[src/shared/tx_regs_pkg.sv]
// constants for the transmit control register bank
package tx_regs_pkg;
   localparam int ADDR_W = 6;
   // register address: bit 5 is the high select bit, bits 4-0 the register
   localparam logic [4:0] TX_DATA_ADDR = 5'h10;      // 1x000 with bit 3 ignored
   localparam logic [4:0] TX_DATA_MASK = 5'h17;
   localparam logic [4:0] TX_MODE_ADDR = 5'h19;      // 11001
   localparam logic [4:0] TX_CMD_STAT_ADDR = 5'h1a;  // 11010
   localparam logic [4:0] TX_INT_CTRL_ADDR = 5'h1b;  // chosen word for control
   localparam int FIFO_DEPTH = 32;
   localparam int FIFO_AW = 5;
   localparam logic [15:0] TX_MODE_RESET = 16'h0000;
   localparam logic [7:0] TX_ICTRL_LO_RESET = 8'h00;
   localparam logic [7:0] THRESH_RESET = 8'h00;
   // command field of the command/status word
   localparam int CMD_LSB = 12;
   localparam logic [3:0] CMD_VIEW_VACANCY = 4'h5;
   localparam logic [3:0] CMD_VIEW_INT = 4'h6;
   localparam logic [3:0] CMD_VIEW_DMA = 4'h7;
   localparam logic [3:0] CMD_SEND_FRAME = 4'h8;
   // bit positions in the interrupt control low byte and status word
   localparam int BIT_PREAMBLE = 7;
   localparam int BIT_IDLE = 6;
   localparam int BIT_ABORT = 5;
   localparam int BIT_FRAME_END = 4;
   localparam int BIT_CRC = 3;
   localparam int BIT_HOLD = 2;
   localparam int BIT_UNDERFLOW = 1;
   localparam int BIT_GEN1_SEL = 0;
   localparam logic [7:0] STATUS_W1U_MASK = 8'hfa;
   typedef enum logic [1:0] {VIEW_VACANCY = 2'b00, VIEW_INT = 2'b01,
                             VIEW_DMA = 2'b11} view_t;
endpackage

[src/rtl/tx_fifo.sv]
// parameterised transmit character fifo
`timescale 1ns/1ps
`default_nettype none
module tx_fifo #(
   parameter int WIDTH = 8,
   parameter int DEPTH = 32,
   parameter int AW = 5
) (
   input wire logic i_core_clk,           // core clock
   input wire logic i_rstn,               // sync reset, active low
   input wire logic i_in_valid,           // write side valid
   output logic o_in_ready,               // write side ready
   input wire logic [WIDTH-1:0] i_in_data, // write data
   output logic o_out_valid,              // read side valid
   input wire logic i_out_ready,          // read side ready
   output logic [WIDTH-1:0] o_out_data,   // read data
   output logic [AW:0] o_count            // entries held
);
   logic [WIDTH-1:0] mem_r [DEPTH];
   logic [AW-1:0] wr_ptr_r;
   logic [AW-1:0] rd_ptr_r;
   logic [AW:0] count_r;
   wire push = i_in_valid && o_in_ready;
   wire pop = o_out_valid && i_out_ready;
   assign o_in_ready = (count_r != (AW+1)'(DEPTH));
   assign o_out_valid = (count_r != '0);
   assign o_out_data = mem_r[rd_ptr_r];
   assign o_count = count_r;
   always_ff @(posedge i_core_clk) begin
      if (push) mem_r[wr_ptr_r] <= i_in_data;
   end
   always_ff @(posedge i_core_clk) begin
      if (!i_rstn) begin
         wr_ptr_r <= '0;
         rd_ptr_r <= '0;
         count_r <= '0;
      end else begin
         if (push) wr_ptr_r <= wr_ptr_r + 1'b1;
         if (pop) rd_ptr_r <= rd_ptr_r + 1'b1;
         count_r <= count_r + (AW+1)'(push) - (AW+1)'(pop);
      end
   end
endmodule
`default_nettype wire

[src/rtl/serial_tx_control_regs.sv]
// transmit-side register bank of one serial channel
// What this block does
// the data port decodes at 1x000 with bit 5 clear or at any address with bit 5 set.
// in the vacancy view the upper control byte reads the empty fifo entries and ignores writes.
// interrupt view: the upper byte is a threshold; data irq asks while vacancy exceeds it.
// dma view: the upper byte is a threshold; dma request asks while vacancy exceeds it.
// arm bits 7, 4 and 3 enable preamble, frame-end and crc sent interrupts in sync modes.
// arm bit 6 enables the idle-sent interrupt.
// arm bit 5 enables the abort-sent interrupt in hdlc/sdlc mode.
// arm bit 1 enables the underflow interrupt.
// with hold bit 2 set in sync mode each frame waits for a send-frame command.
// bit 0 selects time constant (0) or captured count (1) for generator 1 readback.
// the mode register decodes at 11001 with bit 5 clear.
// commands 0101, 0110, 0111 select vacancy, interrupt or dma view of the upper byte.
// command 1000 with hold set releases the next frame.
// latched status bits are readable and cleared by writing one.
// a status interrupt asks only while its latched bit and arm bit are both set.
// each accepted data write pushes one character, or two on a 16-bit write; a write while not ready pushes none.
`timescale 1ns/1ps
`default_nettype none
module serial_tx_control_regs
   import tx_regs_pkg::*;
(
   input wire logic i_core_clk,            // 50 MHz core clock
   input wire logic i_rstn,                // sync reset, active low
   input wire logic [ADDR_W-1:0] i_addr,   // register address
   input wire logic i_wr,                  // write strobe, one cycle
   input wire logic i_rd,                  // read strobe
   input wire logic i_wide,                // 16-bit access
   input wire logic [15:0] i_wdata,        // write data
   output logic [15:0] o_rdata,            // read data, registered
   output logic o_data_ready,              // data port can take a write
   input wire logic i_sync_mode,           // transmitter in a sync mode
   input wire logic i_hdlc_mode,           // transmitter in hdlc/sdlc
   input wire logic i_ev_preamble,         // preamble sent pulse
   input wire logic i_ev_idle,             // idle sent pulse
   input wire logic i_ev_abort,            // abort sent pulse
   input wire logic i_ev_frame_end,        // end of frame sent pulse
   input wire logic i_ev_crc,              // crc sent pulse
   input wire logic i_ev_underflow,        // underflow pulse
   input wire logic i_frame_start_req,     // transmitter wants to start a frame
   output logic o_frame_go,                // frame may start
   input wire logic i_char_ready,          // transmitter takes a character
   output logic o_char_valid,              // character available
   output logic [7:0] o_char_data,         // character
   input wire logic [15:0] i_gen1_const,   // generator 1 time constant
   input wire logic [15:0] i_gen1_count,   // generator 1 live count
   output logic [15:0] o_gen1_readback,    // generator 1 readback value
   output logic [15:0] o_tx_mode,          // mode register contents
   output logic o_data_irq,                // transmit data interrupt request
   output logic o_dma_req,                 // transmit dma request
   output logic o_status_irq               // transmit status interrupt request
);
   logic [15:0] mode_r;
   logic [7:0] ictrl_lo_r;
   logic [7:0] int_thresh_r;
   logic [7:0] dma_thresh_r;
   view_t view_r;
   logic [7:0] stat_r;
   logic [7:0] stat_nxt;
   logic hold_release_r;
   logic [15:0] gen1_cap_r;
   logic [15:0] rdata_r;
   logic [7:0] pend_r;
   logic pend_valid_r;
   logic [FIFO_AW:0] fifo_count;

   wire hi_sel = i_addr[5];
   wire [4:0] reg_a = i_addr[4:0];
   wire hit_data = hi_sel || ((reg_a & TX_DATA_MASK) == TX_DATA_ADDR);
   wire hit_mode = !hi_sel && (reg_a == TX_MODE_ADDR);
   wire hit_cmd = !hi_sel && (reg_a == TX_CMD_STAT_ADDR);
   wire hit_ictrl = !hi_sel && (reg_a == TX_INT_CTRL_ADDR);
   wire wr_data = i_wr && hit_data;
   wire wr_mode = i_wr && hit_mode;
   wire wr_cmd = i_wr && hit_cmd;
   wire wr_ictrl = i_wr && hit_ictrl;
   wire [3:0] cmd = i_wdata[CMD_LSB+3:CMD_LSB];
   wire hold_on = ictrl_lo_r[BIT_HOLD] && i_sync_mode;

   // vacancy; never negative since count stays within depth
   wire [7:0] vacancy = 8'(FIFO_DEPTH) - 8'(fifo_count);

   // a 16-bit write queues low byte first, high byte held one cycle
   // a refused write must not leave half a wide word in the queue
   wire data_take = wr_data && o_data_ready;
   wire fifo_in_valid = pend_valid_r || data_take;
   wire [7:0] fifo_in_data = pend_valid_r ? pend_r : i_wdata[7:0];
   wire fifo_in_ready;
   assign o_data_ready = fifo_in_ready && !pend_valid_r &&
                         (vacancy >= 8'h02 || !i_wide);

   tx_fifo #(.WIDTH(8), .DEPTH(FIFO_DEPTH), .AW(FIFO_AW)) u_fifo (
      .i_core_clk(i_core_clk),
      .i_rstn(i_rstn),
      .i_in_valid(fifo_in_valid),
      .o_in_ready(fifo_in_ready),
      .i_in_data(fifo_in_data),
      .o_out_valid(o_char_valid),
      .i_out_ready(i_char_ready),
      .o_out_data(o_char_data),
      .o_count(fifo_count)
   );

   always_ff @(posedge i_core_clk) begin
      if (!i_rstn) begin
         pend_valid_r <= 1'b0;
         pend_r <= 8'h00;
      end else if (pend_valid_r) begin
         pend_valid_r <= 1'b0;
      end else if (data_take && i_wide) begin
         pend_valid_r <= 1'b1;
         pend_r <= i_wdata[15:8];
      end
   end

   always_ff @(posedge i_core_clk) begin
      if (!i_rstn) begin
         mode_r <= TX_MODE_RESET;
      end else if (wr_mode) begin
         mode_r <= i_wdata;
      end
   end
   assign o_tx_mode = mode_r;

   wire [2:0] view_wr_sel = {view_r == VIEW_DMA, view_r == VIEW_INT, view_r == VIEW_VACANCY};
   always_ff @(posedge i_core_clk) begin
      if (!i_rstn) begin
         view_r <= VIEW_VACANCY;
         ictrl_lo_r <= TX_ICTRL_LO_RESET;
         int_thresh_r <= THRESH_RESET;
         dma_thresh_r <= THRESH_RESET;
      end else begin
         if (wr_cmd) begin
            unique case (cmd)
               CMD_VIEW_VACANCY: view_r <= VIEW_VACANCY;
               CMD_VIEW_INT: view_r <= VIEW_INT;
               CMD_VIEW_DMA: view_r <= VIEW_DMA;
               default: view_r <= view_r;
            endcase
         end
         if (wr_ictrl) begin
            ictrl_lo_r <= i_wdata[7:0];
            if (i_wide && view_wr_sel[1]) int_thresh_r <= i_wdata[15:8];
            if (i_wide && view_wr_sel[2]) dma_thresh_r <= i_wdata[15:8];
         end
      end
   end

   // send-frame command releases exactly one waiting frame
   always_ff @(posedge i_core_clk) begin
      if (!i_rstn) begin
         hold_release_r <= 1'b0;
      end else if (wr_cmd && cmd == CMD_SEND_FRAME && hold_on) begin
         hold_release_r <= 1'b1;
      end else if (i_frame_start_req && o_frame_go) begin
         hold_release_r <= 1'b0;
      end
   end
   assign o_frame_go = !hold_on || hold_release_r;

   // latched status: a new event wins over a same-cycle write-one clear
   wire [7:0] ev = {i_ev_preamble, i_ev_idle, i_ev_abort, i_ev_frame_end,
                    i_ev_crc, 1'b0, i_ev_underflow, 1'b0};
   wire [7:0] clr = (wr_cmd ? i_wdata[7:0] : 8'h00) & STATUS_W1U_MASK;
   assign stat_nxt = (stat_r & ~clr) | ev;
   always_ff @(posedge i_core_clk) begin
      if (!i_rstn) stat_r <= 8'h00;
      else stat_r <= stat_nxt;
   end

   // mode qualifiers gate each arm bit to the modes where it has meaning
   wire [7:0] mode_ok = {i_sync_mode, 1'b1, i_hdlc_mode, i_sync_mode, i_sync_mode,
                         1'b0, 1'b1, 1'b0};
   wire [7:0] armed = ictrl_lo_r & mode_ok;
   assign o_status_irq = |(stat_r & armed);
   assign o_data_irq = (vacancy > int_thresh_r);
   assign o_dma_req = (vacancy > dma_thresh_r);

   // count capture happens when the select bit is written to one
   always_ff @(posedge i_core_clk) begin
      if (!i_rstn) gen1_cap_r <= 16'h0000;
      else if (wr_ictrl && i_wdata[BIT_GEN1_SEL]) gen1_cap_r <= i_gen1_count;
   end
   assign o_gen1_readback = ictrl_lo_r[BIT_GEN1_SEL] ? gen1_cap_r : i_gen1_const;

   wire [7:0] ictrl_hi = (view_r == VIEW_VACANCY) ? vacancy :
                         (view_r == VIEW_INT) ? int_thresh_r : dma_thresh_r;
   wire [15:0] cmd_rd = {4'h0, 4'h0, stat_r[7:1], fifo_count == '0};
   wire [15:0] rd_mux = hit_mode ? mode_r :
                        hit_cmd ? cmd_rd :
                        hit_ictrl ? {ictrl_hi, ictrl_lo_r} : 16'h0000;
   always_ff @(posedge i_core_clk) begin
      if (!i_rstn) rdata_r <= 16'h0000;
      else if (i_rd) rdata_r <= rd_mux;
   end
   assign o_rdata = rdata_r;

   a_status_irq_cause: assert property (@(posedge i_core_clk) disable iff (!i_rstn)
      o_status_irq |-> |(stat_r & ictrl_lo_r))
      else $error("status irq without armed latched bit");
   a_underflow_latch: assert property (@(posedge i_core_clk) disable iff (!i_rstn)
      i_ev_underflow |=> stat_r[BIT_UNDERFLOW])
      else $error("underflow event lost");
   a_w1u_clear: assert property (@(posedge i_core_clk) disable iff (!i_rstn)
      (wr_cmd && i_wdata[BIT_CRC] && !i_ev_crc) |=> !stat_r[BIT_CRC])
      else $error("crc status not cleared");
   a_hold_blocks: assert property (@(posedge i_core_clk) disable iff (!i_rstn)
      (hold_on && !hold_release_r) |-> !o_frame_go)
      else $error("frame released without command");
   a_send_release: assert property (@(posedge i_core_clk) disable iff (!i_rstn)
      (wr_cmd && cmd == CMD_SEND_FRAME && hold_on) |=> o_frame_go)
      else $error("send frame did not release");
   a_wide_push: assert property (@(posedge i_core_clk) disable iff (!i_rstn)
      (wr_data && i_wide && !pend_valid_r && o_data_ready) |=> ##1
      (fifo_count == $past(fifo_count, 2) + 2) || $past(i_char_ready) || $past(i_char_ready, 2))
      else $error("wide write did not push two characters");
   a_view_select: assert property (@(posedge i_core_clk) disable iff (!i_rstn)
      (wr_cmd && cmd == CMD_VIEW_INT) |=> view_r == VIEW_INT)
      else $error("interrupt view not selected");
   a_data_irq_level: assert property (@(posedge i_core_clk) disable iff (!i_rstn)
      (vacancy <= int_thresh_r) |-> !o_data_irq)
      else $error("data irq at or below threshold");
   a_vacancy_ro: assert property (@(posedge i_core_clk) disable iff (!i_rstn)
      (wr_ictrl && view_r == VIEW_VACANCY) |=>
      (int_thresh_r == $past(int_thresh_r)) && (dma_thresh_r == $past(dma_thresh_r)))
      else $error("vacancy view write changed a threshold");

   // gating and side effects seen from the outputs and internal registers
   a_dma_req_level: assert property (@(posedge i_core_clk) disable iff (!i_rstn)
      (vacancy <= dma_thresh_r) |-> !o_dma_req)
      else $error("dma request at or below threshold");
   a_data_decode: assert property (@(posedge i_core_clk) disable iff (!i_rstn)
      (i_wr && i_addr[5] && o_data_ready) |=> (fifo_count != $past(fifo_count)) || $past(i_char_ready))
      else $error("high select write did not reach the data port");
   a_mode_write: assert property (@(posedge i_core_clk) disable iff (!i_rstn)
      wr_mode |=> o_tx_mode == $past(i_wdata))
      else $error("mode register write lost");
   a_narrow_push: assert property (@(posedge i_core_clk) disable iff (!i_rstn)
      (wr_data && !i_wide && o_data_ready && !i_char_ready) |=> fifo_count == $past(fifo_count) + 1)
      else $error("narrow write did not push one character");
   a_gen1_capture: assert property (@(posedge i_core_clk) disable iff (!i_rstn)
      (wr_ictrl && i_wdata[BIT_GEN1_SEL]) |=> o_gen1_readback == $past(i_gen1_count))
      else $error("generator count not captured");
   a_abort_gate: assert property (@(posedge i_core_clk) disable iff (!i_rstn)
      (!i_hdlc_mode && (stat_r & 8'hdf) == 8'h00) |-> !o_status_irq)
      else $error("abort interrupt outside hdlc mode");
   a_sync_gate: assert property (@(posedge i_core_clk) disable iff (!i_rstn)
      (!i_sync_mode && !i_hdlc_mode && (stat_r & 8'h42) == 8'h00) |-> !o_status_irq)
      else $error("sync-only interrupt outside sync mode");
   a_underflow_irq: assert property (@(posedge i_core_clk) disable iff (!i_rstn)
      (stat_r[BIT_UNDERFLOW] && ictrl_lo_r[BIT_UNDERFLOW]) |-> o_status_irq)
      else $error("armed underflow gave no interrupt");
   a_idle_irq: assert property (@(posedge i_core_clk) disable iff (!i_rstn)
      (stat_r[BIT_IDLE] && ictrl_lo_r[BIT_IDLE]) |-> o_status_irq)
      else $error("armed idle sent gave no interrupt");
   a_release_clear: assert property (@(posedge i_core_clk) disable iff (!i_rstn)
      (i_frame_start_req && o_frame_go && !(wr_cmd && cmd == CMD_SEND_FRAME && hold_on))
      |=> !hold_release_r)
      else $error("release kept after frame start");
   a_vacancy_read: assert property (@(posedge i_core_clk) disable iff (!i_rstn)
      (i_rd && hit_ictrl && view_r == VIEW_VACANCY) |=> o_rdata[15:8] == $past(vacancy))
      else $error("vacancy read wrong");
   a_thresh_write: assert property (@(posedge i_core_clk) disable iff (!i_rstn)
      (wr_ictrl && i_wide && view_r == VIEW_INT) |=> int_thresh_r == $past(i_wdata[15:8]))
      else $error("interrupt threshold not written");
   a_dma_write: assert property (@(posedge i_core_clk) disable iff (!i_rstn)
      (wr_ictrl && i_wide && view_r == VIEW_DMA) |=> dma_thresh_r == $past(i_wdata[15:8]))
      else $error("dma threshold not written");
endmodule
`default_nettype wire

[config.mk]
export PLATFORM = sky130hd
export DESIGN_NAME = serial_tx_control_regs
export DESIGN_NICKNAME = d
export VERILOG_FILES = /design/src/shared/tx_regs_pkg.sv /design/src/rtl/tx_fifo.sv /design/src/rtl/serial_tx_control_regs.sv
export SDC_FILE = /design/constraint.sdc
export NUM_CORES = 1
export LEC_CHECK = 0
export ABC_AREA = 1
export BUFFER_PORTS_ARGS = -buffer_cell sky130_fd_sc_hd__buf_2
export CELL_PAD_IN_SITES_DETAIL_PLACEMENT = 1
export CELL_PAD_IN_SITES_GLOBAL_PLACEMENT = 1
export CORE_ASPECT_RATIO = 1.4
export CORE_MARGIN = 10
export CORE_UTILIZATION = 43
export CTS_CLUSTER_DIAMETER = 30
export CTS_CLUSTER_SIZE = 14
export DETAILED_ROUTE_END_ITERATION = 16
export HOLD_SLACK_MARGIN = 0.02
export PLACE_DENSITY = 0.79
export SYNTH_ARGS = -nofsm -noshare
export SYNTH_HDL_FRONTEND = slang
export SYNTH_SLANG_ARGS = --single-unit
[constraint.sdc]
create_clock -name i_core_clk -period 2.5 [get_ports i_core_clk]
set_input_delay 0 -clock i_core_clk [delete_from_list [all_inputs] [get_ports i_core_clk]]
set_output_delay 0 -clock i_core_clk [all_outputs]
set_load 0.1 [all_outputs]
==> key figures <==
Status
  • Run status: complete, but fails checks
  • Violations in the final reports: setup timing

Cells and area
  • Most common cell after layout, fill and taps aside: edfxtp_1
  • Area occupied by registers: around 10000 sq um
  • Ant diodes: 0
  • Final std cell area, no fill: 21630 sq um
  • Post-Route Utilization: 0.6022
  • Synthesis-to-finish area growth: 37.76%
  • Layout Nets: roughly 1900
  • Filler cell count in the final layout: roughly 3700
  • Most frequent cells in the layout: edfxtp_1 (256), nor2_1 (210), o21ai_0 (153)
  • Area of the multi-input gates: ~5700 sq um
  • Fraction of layout cells with a size suffix above 1: 0.2876

Power
  • Share of total power consumed by net switching: 0.3657
  • Reported leakage power: about 8 nW
  • Peak supply drop: 0.001968 V
  • Internal cell power: around 15 mW
  • Total power divided by cell area: around 1100 nW/um^2
  • Sequential fraction of design power: 0.291
  • Part of the power in the clock network: 0.359
  • Total net switching power: between 8 and 9 mW
  • Share of total power in combinational logic: 0.351

Synth
  • Mapped Nets: 1608
  • Synth async-reset ratio: 0
  • Number of standard cells after synthesis: 1504
  • Post-synthesis sequential area ratio: 0.6313
  • Mapped Avg Cell Area: 10.44 sq um
  • Flip-flop and latch count after synthesis: 367
  • EDFF count, synth: about 260
  • Number of distinct library cells after synthesis: 42
  • Summed instance area of the synthesized netlist: roughly 16000 sq um
  • Synth Flop Type: edfxtp_1
  • Yosys warns: 0

Setup path
  • Worst r2r dst: u_fifo.o_count[4]
  • Number of cells traversed by the worst register-to-register path: 18
  • Worst-path fanout max: 8
  • Data arrival, critical path: roughly 2700 ps
  • Startpoint-to-endpoint class of the critical path: flop to output pin
  • Crit. End Element: output pin
  • Required time reported for the critical path endpoint: around 2500 ps
  • Worst reg2reg startpoint: u_fifo.o_count[1]
  • Setup crit start kind: flop
  • Register-to-register setup slack: -110 ps

Hold path
  • Destination of the worst hold path: o_rdata[9]
  • Type of the worst min-delay path: primary input to flop
  • Start point of the worst hold path: i_addr[5]
  • WHS Path Cells: 6

Timing
  • Setup slack of the critical path after layout: -203.8 ps
  • Transition time at the pin with the least slew margin: just under 800 ps
  • FMAX: approximately 0.37 GHz
  • Max Clock Skew: around 35 ps
  • Final total negative setup slack: -1951 ps
  • Worst slew margin relative to its limit: 0.4765
  • Fraction of the cycle the final worst path needs: 1.082
  • Unrepaired setup endpoints after global routing: yes
  • Total setup violations reported at the end of the flow: 46
  • Final hold vios: 0
  • Post-layout minimum cycle time: between 2000 and 3000 ps
  • Count of final max-slew check failures: 0

GRT
  • Remaining global-route overflow: 0
  • Total global-route track usage: 0.2771
  • Initial antenna violation count: 1
  • Vias in the first global route: approximately 15000
  • First-pass GRT wire length: 95400 microns
  • Maximum number of pins on one net before global-route repair: 38

Place
  • Worst setup timing slack at the placement stage: -238.4 ps
  • Post-place instance area: between 15000 and 20000 sq um
  • Half-perimeter wire length of the detailed placement result: ~35000 microns
  • Final RePlAce weighted congestion: slightly above 0.9
  • Count of input and output buffers: 130

Job
  • Max Cap Viol: 0

Floorplanning
  • Area inside the core boundary: between 30000 and 40000 sq um
  • Die area: roughly 45000 sq um
  • I/O pin count: ~130
  • Vert. Die Dim: 246.1 microns
  • Die Span X: approximately 180 microns
  • Starting Density: 0.4371
  • Number of rows in the core area: 82

Clocking
  • Number of sinks handled by clock tree synthesis: between 300 and 400
  • Clock network latency to the later pin of the worst-skew pair: about 600 ps
  • Clock root buffer: clkbuf_16
  • Clk pin slew, worst setup/hold paths: 60 ps
  • CTS tree: built
  • Inserted Clock Buffers: 57
  • H-Tree Level Count: 2
  • Clock buffer depth: 3

Drt
  • Drt via density: approximately 6.2
  • Initial DRC count: 1649
  • Post-route DRC violation count: 0
  • Count of TritonRoute iterations in the first routing pass: 6
  • Number of routed nets with antenna violations: 0
  • Routed wire length per instance: 29.90 microns
  • Wire length reported by the detailed router: between 60000 and 70000 microns
  • Vias post-DR: between 10000 and 15000
-- worst max path at each step --
stage | to | slack, ps | depth (start not counted)
after global placement | u_fifo.o_count[4] | -60 | 18
after global routing | u_fifo.o_count[4] | -250 | 19
after CTS | u_fifo.o_count[4] | -90 | 19
final | o_char_data[1] | -200 | 9
after detailed placement | u_fifo.o_count[4] | -240 | 18
after floorplan | u_fifo.o_count[4] | -150 | 18
-- power groups by stage --
stage                     clock, mW  combinational, mW  sequential (mW)
after global placement            0               5.68             6.91
after CTS                      8.36               6.70             6.84
after floorplan                   0               3.56             7.00
after global routing           8.76               8.63             6.87
final                          8.47               8.29             6.86
after detailed placement          0               5.90             6.93
-- cells in the mapped netlist (34+ instances only) --
cell | n | share of area
ha_1 | 34 | 0.027
clkbuf_1 | 56 | 0.013
o221ai_1 | 50 | 0.028
a21oi_1 | 106 | 0.034
edfxtp_1 | 256 | 0.49
inv_1 | 107 | 0.026
o21ai_1 | 34 | 0.011
nor2_1 | 226 | 0.054
nand2_1 | 128 | 0.031
nand3_1 | 74 | 0.024
o21ai_0 | 194 | 0.062
dfxtp_1 | 111 | 0.14
-- critical path: stages, from the launching register on --
cell       delay [ps]
dfxtp_4           500
buf_8             160
buf_12            150
clkbuf_16         190
nor2_1             60
o221ai_1          200
nand3_1           280
nand3_2           230
and2_4            180
buf_12            160
-- per-layer routing --
metal / wire length (microns) / global-route usage / vias up
li1: - / - / 5978
met3: 5257 / 0.05868 / 369
met2: 35640 / 0.5021 / 978
met5: 13 / 0 / -
met1: 22550 / 0.2800 / 7184
met4: 5962 / 0.1889 / 2
-- stage by stage --
| stage | instances | hold WS (ps) | power (mW) |
|---|---|---|---|
| 4_1_cts | 2303 | 58.43 | 21.90 |
| 3_3_place_gp | 2110 | 250.1 | 12.59 |
| 5_1_grt | 2322 | 49.08 | 24.27 |
| 2_1_floorplan | 1504 | 134.0 | 10.56 |
| 3_5_place_dp | 2110 | 256.7 | 12.83 |
| 6_report | 2322 | 72.75 | 23.61 |
-- state kept, by name (all words and copies together) (netlist names), 6 cells and up, named ones only --
signal,flops
o_tx_mode,16
u_fifo.o_count,6
ictrl_lo_r,8
pend_r,8
o_rdata,16
int_thresh_r,8
gen1_cap_r,16
u_fifo.mem_r,256
dma_thresh_r,8
stat_r,6
-- cell type report --
type,count,share of cell area
clock buffers,60,0.06648
clock inverters,45,0.02563
inverters,117,0.02233
multi-input cells,935,0.2645
flip-flops and latches,367,0.4589
well taps,462,0.02673
repair buffers,334,0.1347
repair inverters,2,0.0008100
-- cell families after synthesis --
logic type	after synthesis	share of synthesized area
xor gates and xnor gates	3	0.001674
adders and majority gates	35	0.02838
DFF	367	0.6313
AOI/OAI and AO/OA	425	0.1526
and+or+nand+nor	472	0.1347
buffers and inverters	202	0.05133
-- timing repair --
action | in CTS | in global routing
hold buffers | 71 | 0
gates cloned | 8 | 5
resized for setup | 71 | 141
endpoints found under the hold margin | 93 | 0
buffers inserted | 9 | 14
pin swaps | 21 | 65
endpoints found under the setup margin | 194 | 86
Power figures use the tool's default switching activity.
